[src/hw/pwp_pkg.sv]
package pwp_pkg;

   localparam int DATA_W = 32;
   localparam int NUM_PERIPH = 32;
   // peripheral slot is taken from address bits [14:10]
   localparam int SLOT_LO = 10;
   localparam int SLOT_W = 5;
   localparam logic [4:0] CTRL_SLOT = 5'h0;

   localparam logic [11:0] OFS_PROTECT_CLEAR = 12'h000;
   localparam logic [11:0] OFS_PROTECT_SET = 12'h004;
   localparam logic [9:0] OFS_MASK = 10'h3ff;

   localparam logic [31:0] PROTECT_RESET_0 = 32'h0000_0000;
   localparam logic [31:0] PROTECT_RESET_1 = 32'h0000_0002;
   localparam logic [31:0] PROTECT_RESET_2 = 32'h0080_0000;
   // controller bus clock enable after reset, one bit per instance
   localparam logic [2:0] CLK_EN_RESET = 3'h3;

   localparam logic [3:0] DEBUG_MASTER_ID = 4'h1;

   localparam logic HRESP_OKAY = 1'b0;
   localparam logic HRESP_ERROR = 1'b1;

   localparam logic [2:0] HSIZE_BYTE = 3'h0;
   localparam logic [2:0] HSIZE_HALF = 3'h1;

   typedef enum logic [4:0] {
      ST_IDLE = 5'b00001,
      ST_DATA = 5'b00010,
      ST_ACCESS = 5'b00100,
      ST_ERR1 = 5'b01000,
      ST_ERR2 = 5'b10000
   } state_type;

   typedef struct packed {
      logic sel;
      logic enable;
      logic write;
      logic [31:0] addr;
      logic [31:0] wdata;
      logic [3:0] strb;
      logic [2:0] prot;
   } apb_req_type;

   typedef struct packed {
      logic [31:0] rdata;
      logic ready;
      logic slverr;
   } apb_rsp_type;

endpackage

[src/hw/access_controller.sv]
`timescale 1ns/1ps
module access_controller
   import pwp_pkg::*;
#(
   parameter int INSTANCE = 0
) (
   input wire logic i_clk_sys,
   input wire logic i_rst,
   input wire logic i_power_manager_clk_en,
   input wire logic i_sel,
   input wire apb_req_type i_req,
   output apb_rsp_type o_rsp,
   output logic [NUM_PERIPH-1:0] o_protect,
   output logic o_clk_en
);

   localparam logic [31:0] PROT_INIT = (INSTANCE == 0) ? PROTECT_RESET_0 :
      (INSTANCE == 1) ? PROTECT_RESET_1 : PROTECT_RESET_2;
   localparam logic CLK_INIT = CLK_EN_RESET[INSTANCE];

   logic [NUM_PERIPH-1:0] protect_r;
   logic [NUM_PERIPH-1:0] protect_nxt;
   logic clk_en_r;

   wire logic [31:0] lane_mask;
   wire logic [31:0] wmask;
   wire logic [9:0] ofs;
   wire logic is_clear;
   wire logic is_set;
   wire logic wr;
   wire logic dup_set;
   wire logic dup_clear;
   wire logic bad;

   genvar g;
   generate
      for (g = 0; g < 4; g++) begin : g_lane
         assign lane_mask[g*8 +: 8] = {8{i_req.strb[g]}}; // [RULE13]
      end
   endgenerate

   assign ofs = i_req.addr[9:0] & OFS_MASK;
   assign is_clear = (ofs == OFS_PROTECT_CLEAR[9:0]);
   assign is_set = (ofs == OFS_PROTECT_SET[9:0]);
   assign wr = i_sel & i_req.enable & i_req.write;
   // only ones move a bit; zeros leave it alone
   assign wmask = i_req.wdata & lane_mask; // [RULE16]
   assign dup_set = is_set & |(wmask & protect_r); // [RULE6]
   assign dup_clear = is_clear & |(wmask & ~protect_r); // [RULE7]
   // access refused while the controller clock is off or unmapped
   assign bad = ~clk_en_r | ~(is_clear | is_set) |
      (i_req.write & (dup_set | dup_clear));

   always_comb begin
      protect_nxt = protect_r;
      if (wr && !bad && is_set) begin
         protect_nxt = protect_r | wmask; // [RULE3]
      end
      if (wr && !bad && is_clear) begin
         protect_nxt = protect_r & ~wmask; // [RULE2]
      end
   end

   // single zero-wait slave; error leaves state unchanged
   assign o_rsp.ready = 1'b1;
   assign o_rsp.slverr = i_sel & bad; // [RULE17]
   // both offsets read the same state vector
   assign o_rsp.rdata = protect_r; // [RULE4]
   assign o_protect = protect_r;
   assign o_clk_en = clk_en_r;

   always_ff @(posedge i_clk_sys) begin
      if (i_rst) begin
         protect_r <= PROT_INIT;
         clk_en_r <= CLK_INIT; // [RULE10]
      end else begin
         protect_r <= protect_nxt; // [RULE9]
         clk_en_r <= i_power_manager_clk_en; // [RULE10]
      end
   end

endmodule

[src/hw/periph_bridge.sv]
//////////////////////////////////////////////////////////////////////////////
// What this block does
// RULE1: one controller per bridge, one protect bit per attached peripheral
// RULE2: one written to clear register clears that peripheral's protection
// RULE3: one written to set register sets that peripheral's protection
// RULE4: both protect registers read back the same state vector
// RULE5: protected peripheral write by non-debugger is dropped with error
// RULE6: setting an already protected peripheral returns an error
// RULE7: clearing an already unprotected peripheral returns an error
// RULE8: debugger accesses ignore protection entirely
// RULE9: protection keeps working whenever its clock is running
// RULE10: controller clock enabled after reset on instances 0,1, not 2
// RULE11: software reads set register before unprotecting from interrupts
// RULE12: bridge is a fast-bus slave issuing peripheral bus transfers
// RULE13: byte, half and word strobes on writes and reads
// RULE14: address and data phase merged into one peripheral cycle
// RULE15: bridge clock must be enabled before masters use it
// RULE16: zeros written to protect registers change nothing
// RULE17: redundant protect/unprotect leaves state and answers error
//////////////////////////////////////////////////////////////////////////////
`timescale 1ns/1ps
module periph_bridge
   import pwp_pkg::*;
#(
   parameter int INSTANCE = 0
) (
   input wire logic i_clk_sys,
   input wire logic i_rst,
   input wire logic i_hsel,
   input wire logic [31:0] i_haddr,
   input wire logic [1:0] i_htrans,
   input wire logic i_hwrite,
   input wire logic [2:0] i_hsize,
   input wire logic [3:0] i_hprot,
   input wire logic [3:0] i_hmaster,
   input wire logic [31:0] i_hwdata,
   input wire logic i_hready,
   output logic o_hready,
   output logic o_hresp,
   output logic [31:0] o_hrdata,
   output logic [NUM_PERIPH-1:0] o_psel,
   output apb_req_type o_apb_req,
   input wire apb_rsp_type i_apb_rsp,
   input wire logic i_bridge_clk_en,
   input wire logic i_power_manager_clk_en,
   output logic o_ctrl_clk_en,
   output logic [NUM_PERIPH-1:0] o_protect
);

   //////////////////////////////////////////////////////////////////////////
   // state

   state_type state_r;
   state_type state_nxt;
   logic hready_r;
   logic hready_nxt;
   logic hresp_r;
   logic hresp_nxt;
   logic [31:0] hrdata_r;
   logic [31:0] hrdata_nxt;
   apb_req_type apb_req_r;
   apb_req_type apb_req_nxt;
   logic [NUM_PERIPH-1:0] psel_r;
   logic [NUM_PERIPH-1:0] psel_nxt;

   // address phase capture
   logic [31:0] addr_r;
   logic write_r;
   logic [3:0] strb_r;
   logic [2:0] prot_r;
   logic debug_r;

   //////////////////////////////////////////////////////////////////////////
   // decode

   wire logic idle_like;
   wire logic take;
   wire logic [3:0] strb_a;
   wire logic [2:0] prot_a;
   wire logic [SLOT_W-1:0] slot;
   wire logic ctrl_hit;
   wire logic blocked;
   wire logic [NUM_PERIPH-1:0] slot_onehot;
   wire logic ctrl_sel;
   wire apb_rsp_type ctrl_rsp;
   wire apb_rsp_type rsp;
   wire logic [NUM_PERIPH-1:0] protect;

   assign idle_like = (state_r == ST_IDLE) | (state_r == ST_ERR2);
   // valid transfer taken at the end of its address phase
   assign take = idle_like & i_hsel & i_htrans[1] & i_hready; // [RULE12]

   // byte lanes for the access, used by reads as well
   assign strb_a = (i_hsize == HSIZE_BYTE) ?
                   (4'h1 << i_haddr[1:0]) :
                   (i_hsize == HSIZE_HALF) ?
                   (i_haddr[1] ? 4'hc : 4'h3) : 4'hf; // [RULE13]
   // privileged, secure, data/instruction
   assign prot_a = {~i_hprot[0], 1'b0, i_hprot[1]}; // [RULE12]

   assign slot = addr_r[SLOT_LO +: SLOT_W];
   assign ctrl_hit = (slot == CTRL_SLOT);
   // the controller's own slot stays reachable so it can be unprotected
   assign blocked = write_r & ~debug_r & ~ctrl_hit &
                    protect[slot]; // [RULE5] [RULE8]

   genvar g;
   generate
      for (g = 0; g < NUM_PERIPH; g++) begin : g_sel
         assign slot_onehot[g] = (slot == SLOT_W'(g)) & ~ctrl_hit;
      end
   endgenerate

   assign ctrl_sel = apb_req_r.sel & ctrl_hit;
   assign rsp = ctrl_hit ? ctrl_rsp : i_apb_rsp;

   //////////////////////////////////////////////////////////////////////////
   // access controller for the peripherals of this bridge

   access_controller #(
      .INSTANCE(INSTANCE)
   ) u_ctrl ( // [RULE1]
      .i_clk_sys(i_clk_sys),
      .i_rst(i_rst),
      .i_power_manager_clk_en(i_power_manager_clk_en),
      .i_sel(ctrl_sel),
      .i_req(apb_req_r),
      .o_rsp(ctrl_rsp),
      .o_protect(protect),
      .o_clk_en(o_ctrl_clk_en)
   );

   //////////////////////////////////////////////////////////////////////////
   // transfer sequencing

   always_comb begin
      state_nxt = state_r;
      hready_nxt = hready_r;
      hresp_nxt = hresp_r;
      hrdata_nxt = hrdata_r;
      apb_req_nxt = apb_req_r;
      psel_nxt = psel_r;
      unique case (state_r)
         ST_IDLE, ST_ERR2: begin
            state_nxt = ST_IDLE;
            hready_nxt = 1'b1;
            hresp_nxt = HRESP_OKAY;
            if (take) begin
               hready_nxt = 1'b0;
               if (i_bridge_clk_en) begin
                  state_nxt = ST_DATA;
               end else begin
                  // bridge clock off: refuse the transfer
                  hresp_nxt = HRESP_ERROR; // [RULE15]
                  state_nxt = ST_ERR1;
               end
            end
         end
         ST_DATA: begin
            if (blocked) begin
               // write data never reaches the peripheral
               hresp_nxt = HRESP_ERROR; // [RULE5]
               state_nxt = ST_ERR1;
            end else begin
               // select and enable rise together, no setup cycle
               apb_req_nxt.sel = 1'b1; // [RULE14]
               apb_req_nxt.enable = 1'b1; // [RULE14]
               apb_req_nxt.write = write_r;
               apb_req_nxt.addr = addr_r;
               apb_req_nxt.wdata = write_r ? i_hwdata : 32'h0000_0000;
               apb_req_nxt.strb = strb_r; // [RULE13]
               apb_req_nxt.prot = prot_r;
               psel_nxt = slot_onehot;
               state_nxt = ST_ACCESS;
            end
         end
         ST_ACCESS: begin
            // wait states: hold until the peripheral is ready
            if (rsp.ready) begin // [RULE12]
               apb_req_nxt.sel = 1'b0;
               apb_req_nxt.enable = 1'b0;
               psel_nxt = '0;
               if (rsp.slverr) begin
                  hresp_nxt = HRESP_ERROR; // [RULE17]
                  state_nxt = ST_ERR1;
               end else begin
                  hready_nxt = 1'b1;
                  hrdata_nxt = write_r ? hrdata_r : rsp.rdata;
                  state_nxt = ST_IDLE;
               end
            end
         end
         ST_ERR1: begin
            // second cycle of the two-cycle error answer
            hready_nxt = 1'b1;
            state_nxt = ST_ERR2;
         end
      endcase
   end

   //////////////////////////////////////////////////////////////////////////
   // sequencer, response and request registers

   always_ff @(posedge i_clk_sys) begin
      if (i_rst) begin
         state_r <= ST_IDLE;
      end else begin
         state_r <= state_nxt;
      end
   end

   always_ff @(posedge i_clk_sys) begin
      if (i_rst) begin
         hready_r <= 1'b1;
      end else begin
         hready_r <= hready_nxt;
      end
   end

   always_ff @(posedge i_clk_sys) begin
      if (i_rst) begin
         hresp_r <= HRESP_OKAY;
      end else begin
         hresp_r <= hresp_nxt;
      end
   end

   always_ff @(posedge i_clk_sys) begin
      if (i_rst) begin
         hrdata_r <= 32'h0000_0000;
      end else begin
         hrdata_r <= hrdata_nxt;
      end
   end

   always_ff @(posedge i_clk_sys) begin
      if (i_rst) begin
         apb_req_r <= '0;
      end else begin
         apb_req_r <= apb_req_nxt;
      end
   end

   always_ff @(posedge i_clk_sys) begin
      if (i_rst) begin
         psel_r <= '0;
      end else begin
         psel_r <= psel_nxt;
      end
   end

   //////////////////////////////////////////////////////////////////////////
   // address phase capture, loaded only when a transfer is taken

   always_ff @(posedge i_clk_sys) begin
      if (i_rst) begin
         addr_r <= 32'h0000_0000;
      end else if (take) begin
         addr_r <= i_haddr;
      end
   end

   always_ff @(posedge i_clk_sys) begin
      if (i_rst) begin
         write_r <= 1'b0;
      end else if (take) begin
         write_r <= i_hwrite;
      end
   end

   always_ff @(posedge i_clk_sys) begin
      if (i_rst) begin
         strb_r <= 4'h0;
      end else if (take) begin
         strb_r <= strb_a;
      end
   end

   always_ff @(posedge i_clk_sys) begin
      if (i_rst) begin
         prot_r <= 3'h0;
      end else if (take) begin
         prot_r <= prot_a;
      end
   end

   // debugger is recognised by its master id in the address phase
   always_ff @(posedge i_clk_sys) begin
      if (i_rst) begin
         debug_r <= 1'b0;
      end else if (take) begin
         debug_r <= (i_hmaster == DEBUG_MASTER_ID); // [RULE8]
      end
   end

   assign o_hready = hready_r;
   assign o_hresp = hresp_r;
   assign o_hrdata = hrdata_r;
   assign o_psel = psel_r;
   assign o_apb_req = apb_req_r;
   assign o_protect = protect;

endmodule

[config.mk]
export PLATFORM = sky130hd
export DESIGN_NAME = periph_bridge
export DESIGN_NICKNAME = d
export VERILOG_FILES = /design/src/hw/pwp_pkg.sv /design/src/hw/access_controller.sv /design/src/hw/periph_bridge.sv
export SDC_FILE = /design/constraint.sdc
export NUM_CORES = 1
export LEC_CHECK = 0
export ABC_AREA = 1
export CORE_ASPECT_RATIO = 0.9
export CORE_MARGIN = 1
export CORE_UTILIZATION = 57
export DETAILED_ROUTE_END_ITERATION = 12
export DONT_BUFFER_PORTS = 1
export PLACE_DENSITY_LB_ADDON = 0.12
export SLEW_MARGIN = 10
export SYNTH_ARGS = -nofsm -noshare
export SYNTH_HDL_FRONTEND = slang
export SYNTH_SLANG_ARGS = --single-unit
[constraint.sdc]
create_clock -name i_clk_sys -period 1.7 [get_ports i_clk_sys]
set_input_delay 0.34 -clock i_clk_sys [delete_from_list [all_inputs] [get_ports i_clk_sys]]
set_output_delay 0.34 -clock i_clk_sys [all_outputs]
set_load 0.02 [all_outputs]
==> Word-level counts from Yosys, hierarchy flattened <==
Index checks and enable logic that the tools add are counted.
{ "word_totals": {"regBits": 217, "in_bits": 118, "out_inout_bits": 173, "word_cells": 179} }
{ "op_classes": {"order_cmp": 1, "n_eq_ne": 44, "shift": 1, "n_mux": 31, "bitwise_logic": 64, "reduce_logical": 19} }
{ "op_table": {"columns": ["cell", "n"], "rows": [
  ["32-bit two-way mux", 5],
  ["32-bit bitwise AND", 4],
  ["5-bit equality test, second input constant", 17],
  ["74-bit two-way mux", 1],
  ["32-bit inverter", 2],
  ["32-bit one-hot mux with 2 select lines", 1],
  ["32-bit OR reduction", 2],
  ["5-bit by 4-bit equality test with 1-bit output, second input constant", 9],
  ["1-bit bitwise AND", 44],
  ["34-bit two-way mux", 1],
  ["32-bit bitwise OR", 1],
  ["4-bit two-way mux", 7],
  ["5-bit by 3-bit equality test with 1-bit output, second input constant", 5],
  ["5-bit one-hot mux with 4 select lines", 1],
  ["5-bit by 2-bit equality test with 1-bit output, second input constant", 3],
  ["10-bit by 3-bit equality test with 1-bit output, second input constant", 1],
  ["5-bit by 1-bit equality test with 1-bit output, second input constant", 2],
  ["10-bit zero test", 1],
  ["2-bit != test, second input constant", 5],
  ["1-bit two-way mux", 9],
  ["1-bit inverter", 8],
  ["4-bit AND reduction", 2],
  ["5-bit by 6-bit < comparator with 1-bit output, second input constant", 1],
  ["1-bit one-hot mux with 3 select lines", 2],
  ["other kinds (17)", 26]
]} }

==> Logic depth before layout (Yosys ltp) <==
Gate-level depths: netlist (run 1).
{ "logic_depth": {"ltp_word": 12, "ltp_mapped": 17, "mapped_depth_nobuf": 16} }

==> Cells and area by module <==
Synthesis (run 1) repeated with hierarchy kept, for this count alone.
{ "unflattened": {"cells_unflattened": 1681, "hier_area_um2": 11126.9} }
{ "by_module_without_submodules": {"columns": ["mod", "n_inst", "cells_per_inst", "area_each_um2", "seq_area_each_um2"], "rows": [
  ["periph_bridge", 1, 1092, 7757.4, 3643.5],
  ["access_controller", 1, 589, 3369.5, 660.6]
]} }

==> Worst setup path after synthesis (run 1) <==
Ideal clock, no wire load.
{ "synth_path": {"path_type": "flip-flop to flip-flop", "start": "register apb_req_r, in the netlist o_apb_req[4]", "end": "register hrdata_r[24], in the netlist o_hrdata[24]", "setup_ps": 113, "arrival_time_ps": 1788, "required_time_ps": 1587, "setup_slack_ps": -201, "stages_incl_launch_ff": 14, "path_buffers": 2, "synth_period_minus_slack_ps": 1901, "cell_sequence": "dfxtp_1 > buf_2 > nand2_1 > o211ai_1 > nor2_1 > nand3_1 > nand3_1 > nand2_1 > nand2_1 > nand4_4 > buf_2 > nand2_1 > nand2_1 > nor2_1"} }
{ "synth_between": {"elab_chain_cells": 11, "elab_cells_between_ends": 14, "cone_classes": "1 x mux; 10 x bitwise; 3 x reduce/logical"} }
{ "synth_rtl": {"columns": ["element", "line", "text"], "rows": [
  ["start: declaration", "periph_bridge.sv:61", "apb_req_type apb_req_r;"],
  ["start signal: assignment", "periph_bridge.sv:240", "apb_req_r <= apb_req_nxt;"],
  ["32-bit bitwise AND *", "access_controller.sv:47", "assign wmask = i_req.wdata & lane_mask;"],
  ["32-bit bitwise AND, on equally long branches", "access_controller.sv:48, access_controller.sv:49", null],
  ["32-bit OR reduction, on equally long branches", "access_controller.sv:48, access_controller.sv:49", null],
  ["1-bit bitwise AND, on equally long branches", "access_controller.sv:48, access_controller.sv:49", null],
  ["1-bit bitwise OR *", "access_controller.sv:52", "(i_req.write & (dup_set | dup_clear));"],
  ["1-bit bitwise AND *", "access_controller.sv:52", null],
  ["1-bit bitwise OR *", "access_controller.sv:51", "assign bad = ~clk_en_r | ~(is_clear | is_set) |"],
  ["1-bit bitwise AND *", "access_controller.sv:66", "assign o_rsp.slverr = i_sel & bad;"],
  ["34-bit two-way mux *", "periph_bridge.sv:115", "assign rsp = ctrl_hit ? ctrl_rsp : i_apb_rsp;"],
  ["1-bit inverter (no line) *", null, null],
  ["4-bit AND reduction (no line) *", null, null],
  ["end signal: assignment", "periph_bridge.sv:232", "hrdata_r <= hrdata_nxt;"],
  ["end: declaration", "periph_bridge.sv:59", "logic [31:0] hrdata_r;"]
]} }
Every way passes the cells marked *; elsewhere a longest branch is shown, timed or not.
A chain may end at the register's enable or synchronous reset.

==> summary.md, run 1 <==
| Metric | Value |
|---|---|
| Result of the run | `finished with violations` |
| Violations in the final reports | `hold timing, setup timing` |
| Setup ws final | `-374 ps` |
| Number of vias after detailed routing | `10802` |
| Wire length of the first global-routing pass | `53.3 mm` |
| Synth Area per Inst | `6.91 um2` |
| Peak VDD IR | `0.897 mV` |
| Total clock sinks | `215` |
| Clock-pin slew on the worst setup and hold paths | `70 ps` |
| Worst slack at placement | `-442 ps` |
| Number of hold violations in the final report | `47` |
| Maximum number of pins on one net before global-route repair | `79` |
| Worst hold-check path type | `in2reg` |
| Endpoint kind of the worst setup timing path | `flip-flop` |
| Critical path class | `reg2reg` |
| Share of async-settable or async-resettable flops after synthesis | `0%` |
| Register area share after synthesis | `between 40 and 50%` |
| Die Y-Extent | `126 um` |
| EDFF count, synth | `0` |
| Share of Yosys cell area claimed by the top area cell type | `44.1%` |
| Most frequently used flop master after synthesis | `dfxtp_1` |
| Final setup violation count | `198` |
| Synth unique cells | `40` |
| WL/cell | `19.7 um` |
| Crit path launch type | `flip-flop` |
| Placeable core area | `16800 um2` |
| Clk_lat worst skew | `520 ps` |
| R2R Setup Slk | `-370 ps` |
| Endpoint of the worst setup timing path | `o_apb_req[15]` |
| Total power divided by cell area | `825 nW/um2` |
| TritonCTS buffer count | `23` |
| Total routed wirelength | `36.5 mm` |
| Average vias per placed instance | `~6` |
| Most used standard cells in the synthesized netlist | `nand2_1 (293), nor2_1 (248), dfxtp_1 (215)` |
| Highest attainable clock frequency | `0.482 GHz` |
| Net count of the finished layout | `between 1500 and 2000` |
| Number of antenna violations at the first check in global routing | `1` |
| Proportion of layout cells with a drive suffix above 1 | `33.8%` |
| Number of remaining DRC errors | `0` |
| Worst hold slack | `-112 ps` |
| Cell count of the worst reg-to-reg path | `15` |
| Overall power of the completed layout | `11.5 mW` |
| Final core area utilization | `roughly 83%` |
| Flops & latches, synth | `215` |
| Max Root-Sink Buffers | `3` |
| Buffer cell driving the clock tree root | `clkbuf_16` |
| Vias in the first global route | `9964` |
| Area of the die | `17700 um2` |
| Post-placement cell area | `11500 um2` |
| Cell type contributing the most total cell area after synthesis | `dfxtp_1` |
| CTS tree | `yes` |
| Maximum level of the CTS H-tree | `1` |
| Count of routing violations after the opening detailed-route iteration | `989` |
| Detailed-routing iteration count for the pre-antenna-repair pass | `8` |
| Worst-case headroom to the max-slew limit | `64.4%` |
| Ys Warns | `0` |
| Maxcap violations | `0` |
| Final Slew Violations | `0` |
| Worst-margin pin slew | `526 ps` |
| Maximum net fanout on the critical path | `8` |
| All-layer global routing usage | `38.2%` |
| Port-buffer cells | `0` |
| Share of the clock period used by the worst path after layout | `122%` |
| Static leakage | `5.87 nW` |
| Gate count after technology mapping | `1414` |
| Total instance count after detailed placement | `1757` |
| Unrepaired setup endpoints after global routing | `true` |
| Design area | `13900 um2` |
| Synthesis-to-finish area growth | `42.7%` |
| End of the worst register-to-register path | `o_apb_req[15]` |
| Initial Util | `58.0%` |
| Final min period | `2070 ps` |
| Post-detailed-placement half-perimeter wirelength | `22.6 mm` |
| Worst clock skew | `21.9 ps` |
| Horiz. Die Dim | `140 um` |
| Routability congestion estimate from global placement | `0.998` |
| Non-filler instance count after layout | `approximately 1800` |
| Antenna Nets Post-Route | `0` |
| Worst Path Required | `2150 ps` |
| Cell types with the largest area share after synthesis | `dfxtp_1 (44%), nand2_1 (11%), nor2_1 (9.5%), o21ai_0 (7.0%), a21oi_1 (5.8%)` |
| Total Negative Setup Slacks | `-50540 ps` |
| Number of hold buffers added after CTS | `13` |
| Arrival time of data at the critical path endpoint | `2520 ps` |
| Most frequent cell after synthesis | `nand2_1` |
| Overflow left after global routing | `0` |
| Number of placement rows | `45` |
| IO Count | `291` |
| Area of the mapped netlist | `9760 um2` |
==> cells in the final DEF, fill, tap and decap left out, drive strengths merged, types with 2 or more instances in the layout <==
cell type,count
a211oi,2
a21oi,124
a31oi,4
buf,249
bufinv,4
clkbuf,38
clkinv,3
conb,2
dfxtp,215
dlygate4sd3,13
inv,124
nand2,308
nand3,74
nand4,6
nor2,252
nor3,28
nor4,2
o211ai,4
o21a,33
o21ai,146
or2,2
==> worst min path at each step <==
| stage | start | end | slack (ps) | cells after the start |
|---|---|---|---|---|
| 4_1_cts | i_rst | o_apb_req[30] | -120 | 1 |
| 6_report | i_rst | o_apb_req[8] | -110 | 1 |
| 5_1_grt | i_rst | o_apb_req[9] | -130 | 1 |
| 3_3_place_gp | i_rst | o_apb_req[24] | 420 | 1 |
| 3_5_place_dp | i_rst | o_apb_req[29] | 420 | 1 |
| 2_1_floorplan | addr_r[20] | addr_r[20] | 430 | 2 |
==> where the power goes <==
group	internal, mW	leakage, nW	switching [mW]	total (mW)
sequential	5.09	1.75	0.0465	5.13
combinational	0.282	3.70	0.460	0.742
clock	3.50	0.420	2.12	5.62
==> final cells by class <==
cell class / count / area (um2)
well taps: 211 / 264
flip-flops and latches: 215 / 4360
fillers: 1074 / 2900
multi-input cells: 990 / 5370
clock inverters: 7 / 143
repair buffers: 265 / 2600
inverters: 124 / 482
clock buffers: 35 / 712
diodes: 1 / 2.50
==> logic make-up (layout without fill, tap and decap cells) <==
kind of cell / count (synthesis) / after routing / synth area share [%]
multiplexers: 1 / 1 / 0.115
buffers and inverters: 210 / 431 / 9.42
flip-flops: 215 / 215 / 44.1
other: 1 / 3 / 0.0384
AO/OA/AOI/OAI: 313 / 313 / 17.5
AND/OR/NAND/NOR: 674 / 674 / 28.9
==> timing repair <==
action / CTS / global route
gates resized for setup: 180 / 131
cloned: 10 / 4
buffers inserted: 14 / 7
endpoints found under the hold margin: 87 / 70
pin swaps: 17 / 16
setup endpoints to repair: 188 / 211
==> metal layers <==
metal  global-route usage, %  up-vias  part of all wire [%]
met5                       0        -                     0
met4                    14.3        0                   4.9
met3                    9.81      147                    12
met2                    62.0      681                    45
met1                    48.8     5003                    38
li1                        -     4971                     -
==> critical path, stage by stage (launching register included) <==
cell,delay (ps)
dfxtp_2,350
buf_4,160
nand2_1,70
nand2_1,70
nand2_1,60
nand2_1,100
nand2_1,100
nand2_2,70
nor2_4,100
nand2_2,70
nand3_4,90
nand2_8,110
nor2_8,230
clkbuf_16,210
nand2_2,60
a21oi_2,140
No activity file was read; power rests on OpenSTA's default activity.
==> inputs of run 2 (changes only) <==
Settings changed: BUFFER_PORTS_ARGS set to -buffer_cell sky130_fd_sc_hd__buf_2, CORE_UTILIZATION 57 to 47, DONT_BUFFER_PORTS 1 to not set, TNS_END_PERCENT set to 30.
==> run 2 against run 1 <==
The run ends with setup timing left; final area rose by 5.4%; non-clock buffer count up 232; sequential share of layout area decreased by 1.6 points; clock skew is 4.3 ps higher; utilization shrank 10 points; fmax rose by 0.73%; highest routed layer is now met5.
==> summary.md, run 2 (synthesized netlist as in run 1, its figures left out) <==
| Metric | Value |
|---|---|
| Final min period | `2060 ps (-15.0 ps)` |
| Worst clock skew | `26.2 ps (+4.30 ps)` |
| Unrepaired setup endpoints after global routing | `true` |
| Total clock sinks | `215 (unchanged)` |
| Vias in the first global route | `9828 (-1.4%)` |
| Average vias per placed instance | `5.17 (-12%)` |
| Maximum level of the CTS H-tree | `1 (unchanged)` |
| Placeable core area | `20200 um2 (+20%)` |
| Antenna Nets Post-Route | `0 (unchanged)` |
| Worst hold slack | `29.1 ps (+141 ps)` |
| Horiz. Die Dim | `154 um (+10%)` |
| Final setup violation count | `173 (-13%)` |
| Largest incremental delay on the critical path | `380 ps (+30 ps)` |
| Arrival time of data at the critical path endpoint | `2460 ps (-60 ps)` |
| Count of routing violations after the opening detailed-route iteration | `745 (-25%)` |
| Number of remaining DRC errors | `0 (unchanged)` |
| Total routed wirelength | `34.5 mm (-5.5%)` |
| Final core area utilization | `72.8% (-10 points)` |
| Worst Path Required | `2100 ps (-50 ps)` |
| Crit path launch type | `flip-flop` |
| Static leakage | `6.95 nW (+18%)` |
| Maximum number of pins on one net before global-route repair | `78 (-1.3%)` |
| Result of the run | `finished with violations` |
| Number of placement rows | `49 (+8.9%)` |
| Max Root-Sink Buffers | `3 (unchanged)` |
| WL/cell | `16.2 um (-18%)` |
| Setup ws final | `-359 ps (+15.0 ps)` |
| Depth of the worst hold-timing path | `3 (+2)` |
| Number of vias after detailed routing | `10961 (+1.5%)` |
| Diodes inserted | `0 (-1)` |
| CTS tree | `yes` |
| Initial Util | `48.4% (-9.6 points)` |
| Overflow left after global routing | `0 (unchanged)` |
| Violations in the final reports | `setup timing` |
| Net count of the finished layout | `1970 (+13%)` |
| Highest attainable clock frequency | `0.486 GHz (+0.73%)` |
| Clock-pin slew on the worst setup and hold paths | `60 ps (about the same)` |
| Area of the die | `21400 um2 (+21%)` |
| Most frequent cells in the layout | `buf_2 (281), nand2_1 (256), dfxtp_1 (187)` |
| Endpoint kind of the worst setup timing path | `flip-flop` |
| Port-buffer cells | `285 (+285)` |
| Buffer cell driving the clock tree root | `clkbuf_16` |
| Non-filler instance count after layout | `2122 (+15%)` |
| Routability congestion estimate from global placement | `1.04 (+4.0%)` |
| Share of the clock period used by the worst path after layout | `121% (-0.88 points)` |
| IO Count | `291 (unchanged)` |
| Post-detailed-placement half-perimeter wirelength | `24.1 mm (+6.6%)` |
| Maxcap violations | `0 (unchanged)` |
| Peak VDD IR | `0.759 mV (-15%)` |
| Critical path class | `reg2reg` |
| Final Slew Violations | `0 (unchanged)` |
| Worst hold-check path type | `in2reg` |
| Cell-by-cell listing of the critical path | `buf_12, nor2_4, nand2_2, nand2_2, nor2_2, nor2_1, nor2_2, nand2_2, nand4_1, nand2_4, inv_8, buf_12, nor2_2, nor2_1` |
| Wire length of the first global-routing pass | `51.1 mm (-4.1%)` |
| Proportion of layout cells with a drive suffix above 1 | `42.2% (+8.4 points)` |
| Number of antenna violations at the first check in global routing | `2 (+1)` |
| Clk_lat worst skew | `530 ps (about the same)` |
| Die Y-Extent | `139 um (+10%)` |
| Cell count of the worst reg-to-reg path | `14 (-1)` |
| Maximum net fanout on the critical path | `8 (unchanged)` |
| Total power divided by cell area | `740 nW/um2 (-10%)` |
| Number of hold violations in the final report | `0 (-100%)` |
| TritonCTS buffer count | `24 (+4.3%)` |
| Most common cell after layout, fill and taps aside | `buf_2` |
| Cell type of the slowest stage on the worst timing path | `dfxtp_4` |
| Detailed-routing iteration count for the pre-antenna-repair pass | `5 (-3)` |
| All-layer global routing usage | `30.2% (-8.0 points)` |
| Synthesis-to-finish area growth | `50.3%` |
| Total instance count after detailed placement | `2058 (+17%)` |
## run 2: final cells by class
| cell class | instances | area [um2] |
|---|---|---|
| clock buffers | 36 | 696 |
| inverters | 124 | 492 |
| multi-input cells | 990 | 5220 |
| flip-flops and latches | 215 | 4350 |
| clock inverters | 5 | 36.3 |
| well taps | 255 | 319 |
| fillers | 1660 | 5490 |
| repair buffers | 497 | 3570 |
## run 2: what timing repair did
item	4_1_cts	5_1_grt
endpoints found under the hold margin	2	0
pin swaps	2	16
cloned	4	9
gates resized for setup	86	201
setup buffers	2	6
hold buffers	2	0
endpoints found under the setup margin	178	212
## run 2: power breakdown
group	total (mW)	internal [mW]	leakage, nW	switching, mW
registers	5.12	5.09	1.75	0.0321
logic	0.870	0.344	4.83	0.526
clock network	4.87	2.81	0.363	2.06
## run 2: path summary, 6_finish.rpt
path / start / to / slack (ps)
max reg2reg: addr_r[10] / o_psel[26] / -360
min reg2reg: addr_r[31] / o_apb_req[70] / 450
max: addr_r[10] / o_psel[26] / -360
min: i_haddr[3] / addr_r[3] / 30
## run 2: critical path, delay by kind of cell, from the launching register on
kind | cells | cell delay (ps)
AND/OR/NAND/NOR | 11 | 1150
flip-flops | 1 | 380
buffers and inverters | 3 | 380
## run 2: per-layer routing
metal  GRT usage, %  share of wire [%]
met5              0              0.081
met4           11.7                3.6
met3           6.13                7.4
met2           45.4                 45
met1           42.4                 44
## run 2: stage by stage
stage | total power [mW] | setup WS [ps] | area (um2) | TNS, ps
after floorplan | 5.68 | -42.0 | 9910 | -3310
after global placement | 6.01 | -362 | 12800 | -40870
after detailed placement | 6.02 | -385 | 12800 | -46870
after CTS | 10.9 | -266 | 13900 | -33770
after global routing | 11.2 | -490 | 14700 | -64870
final | 10.9 | -359 | 14700 | -41970
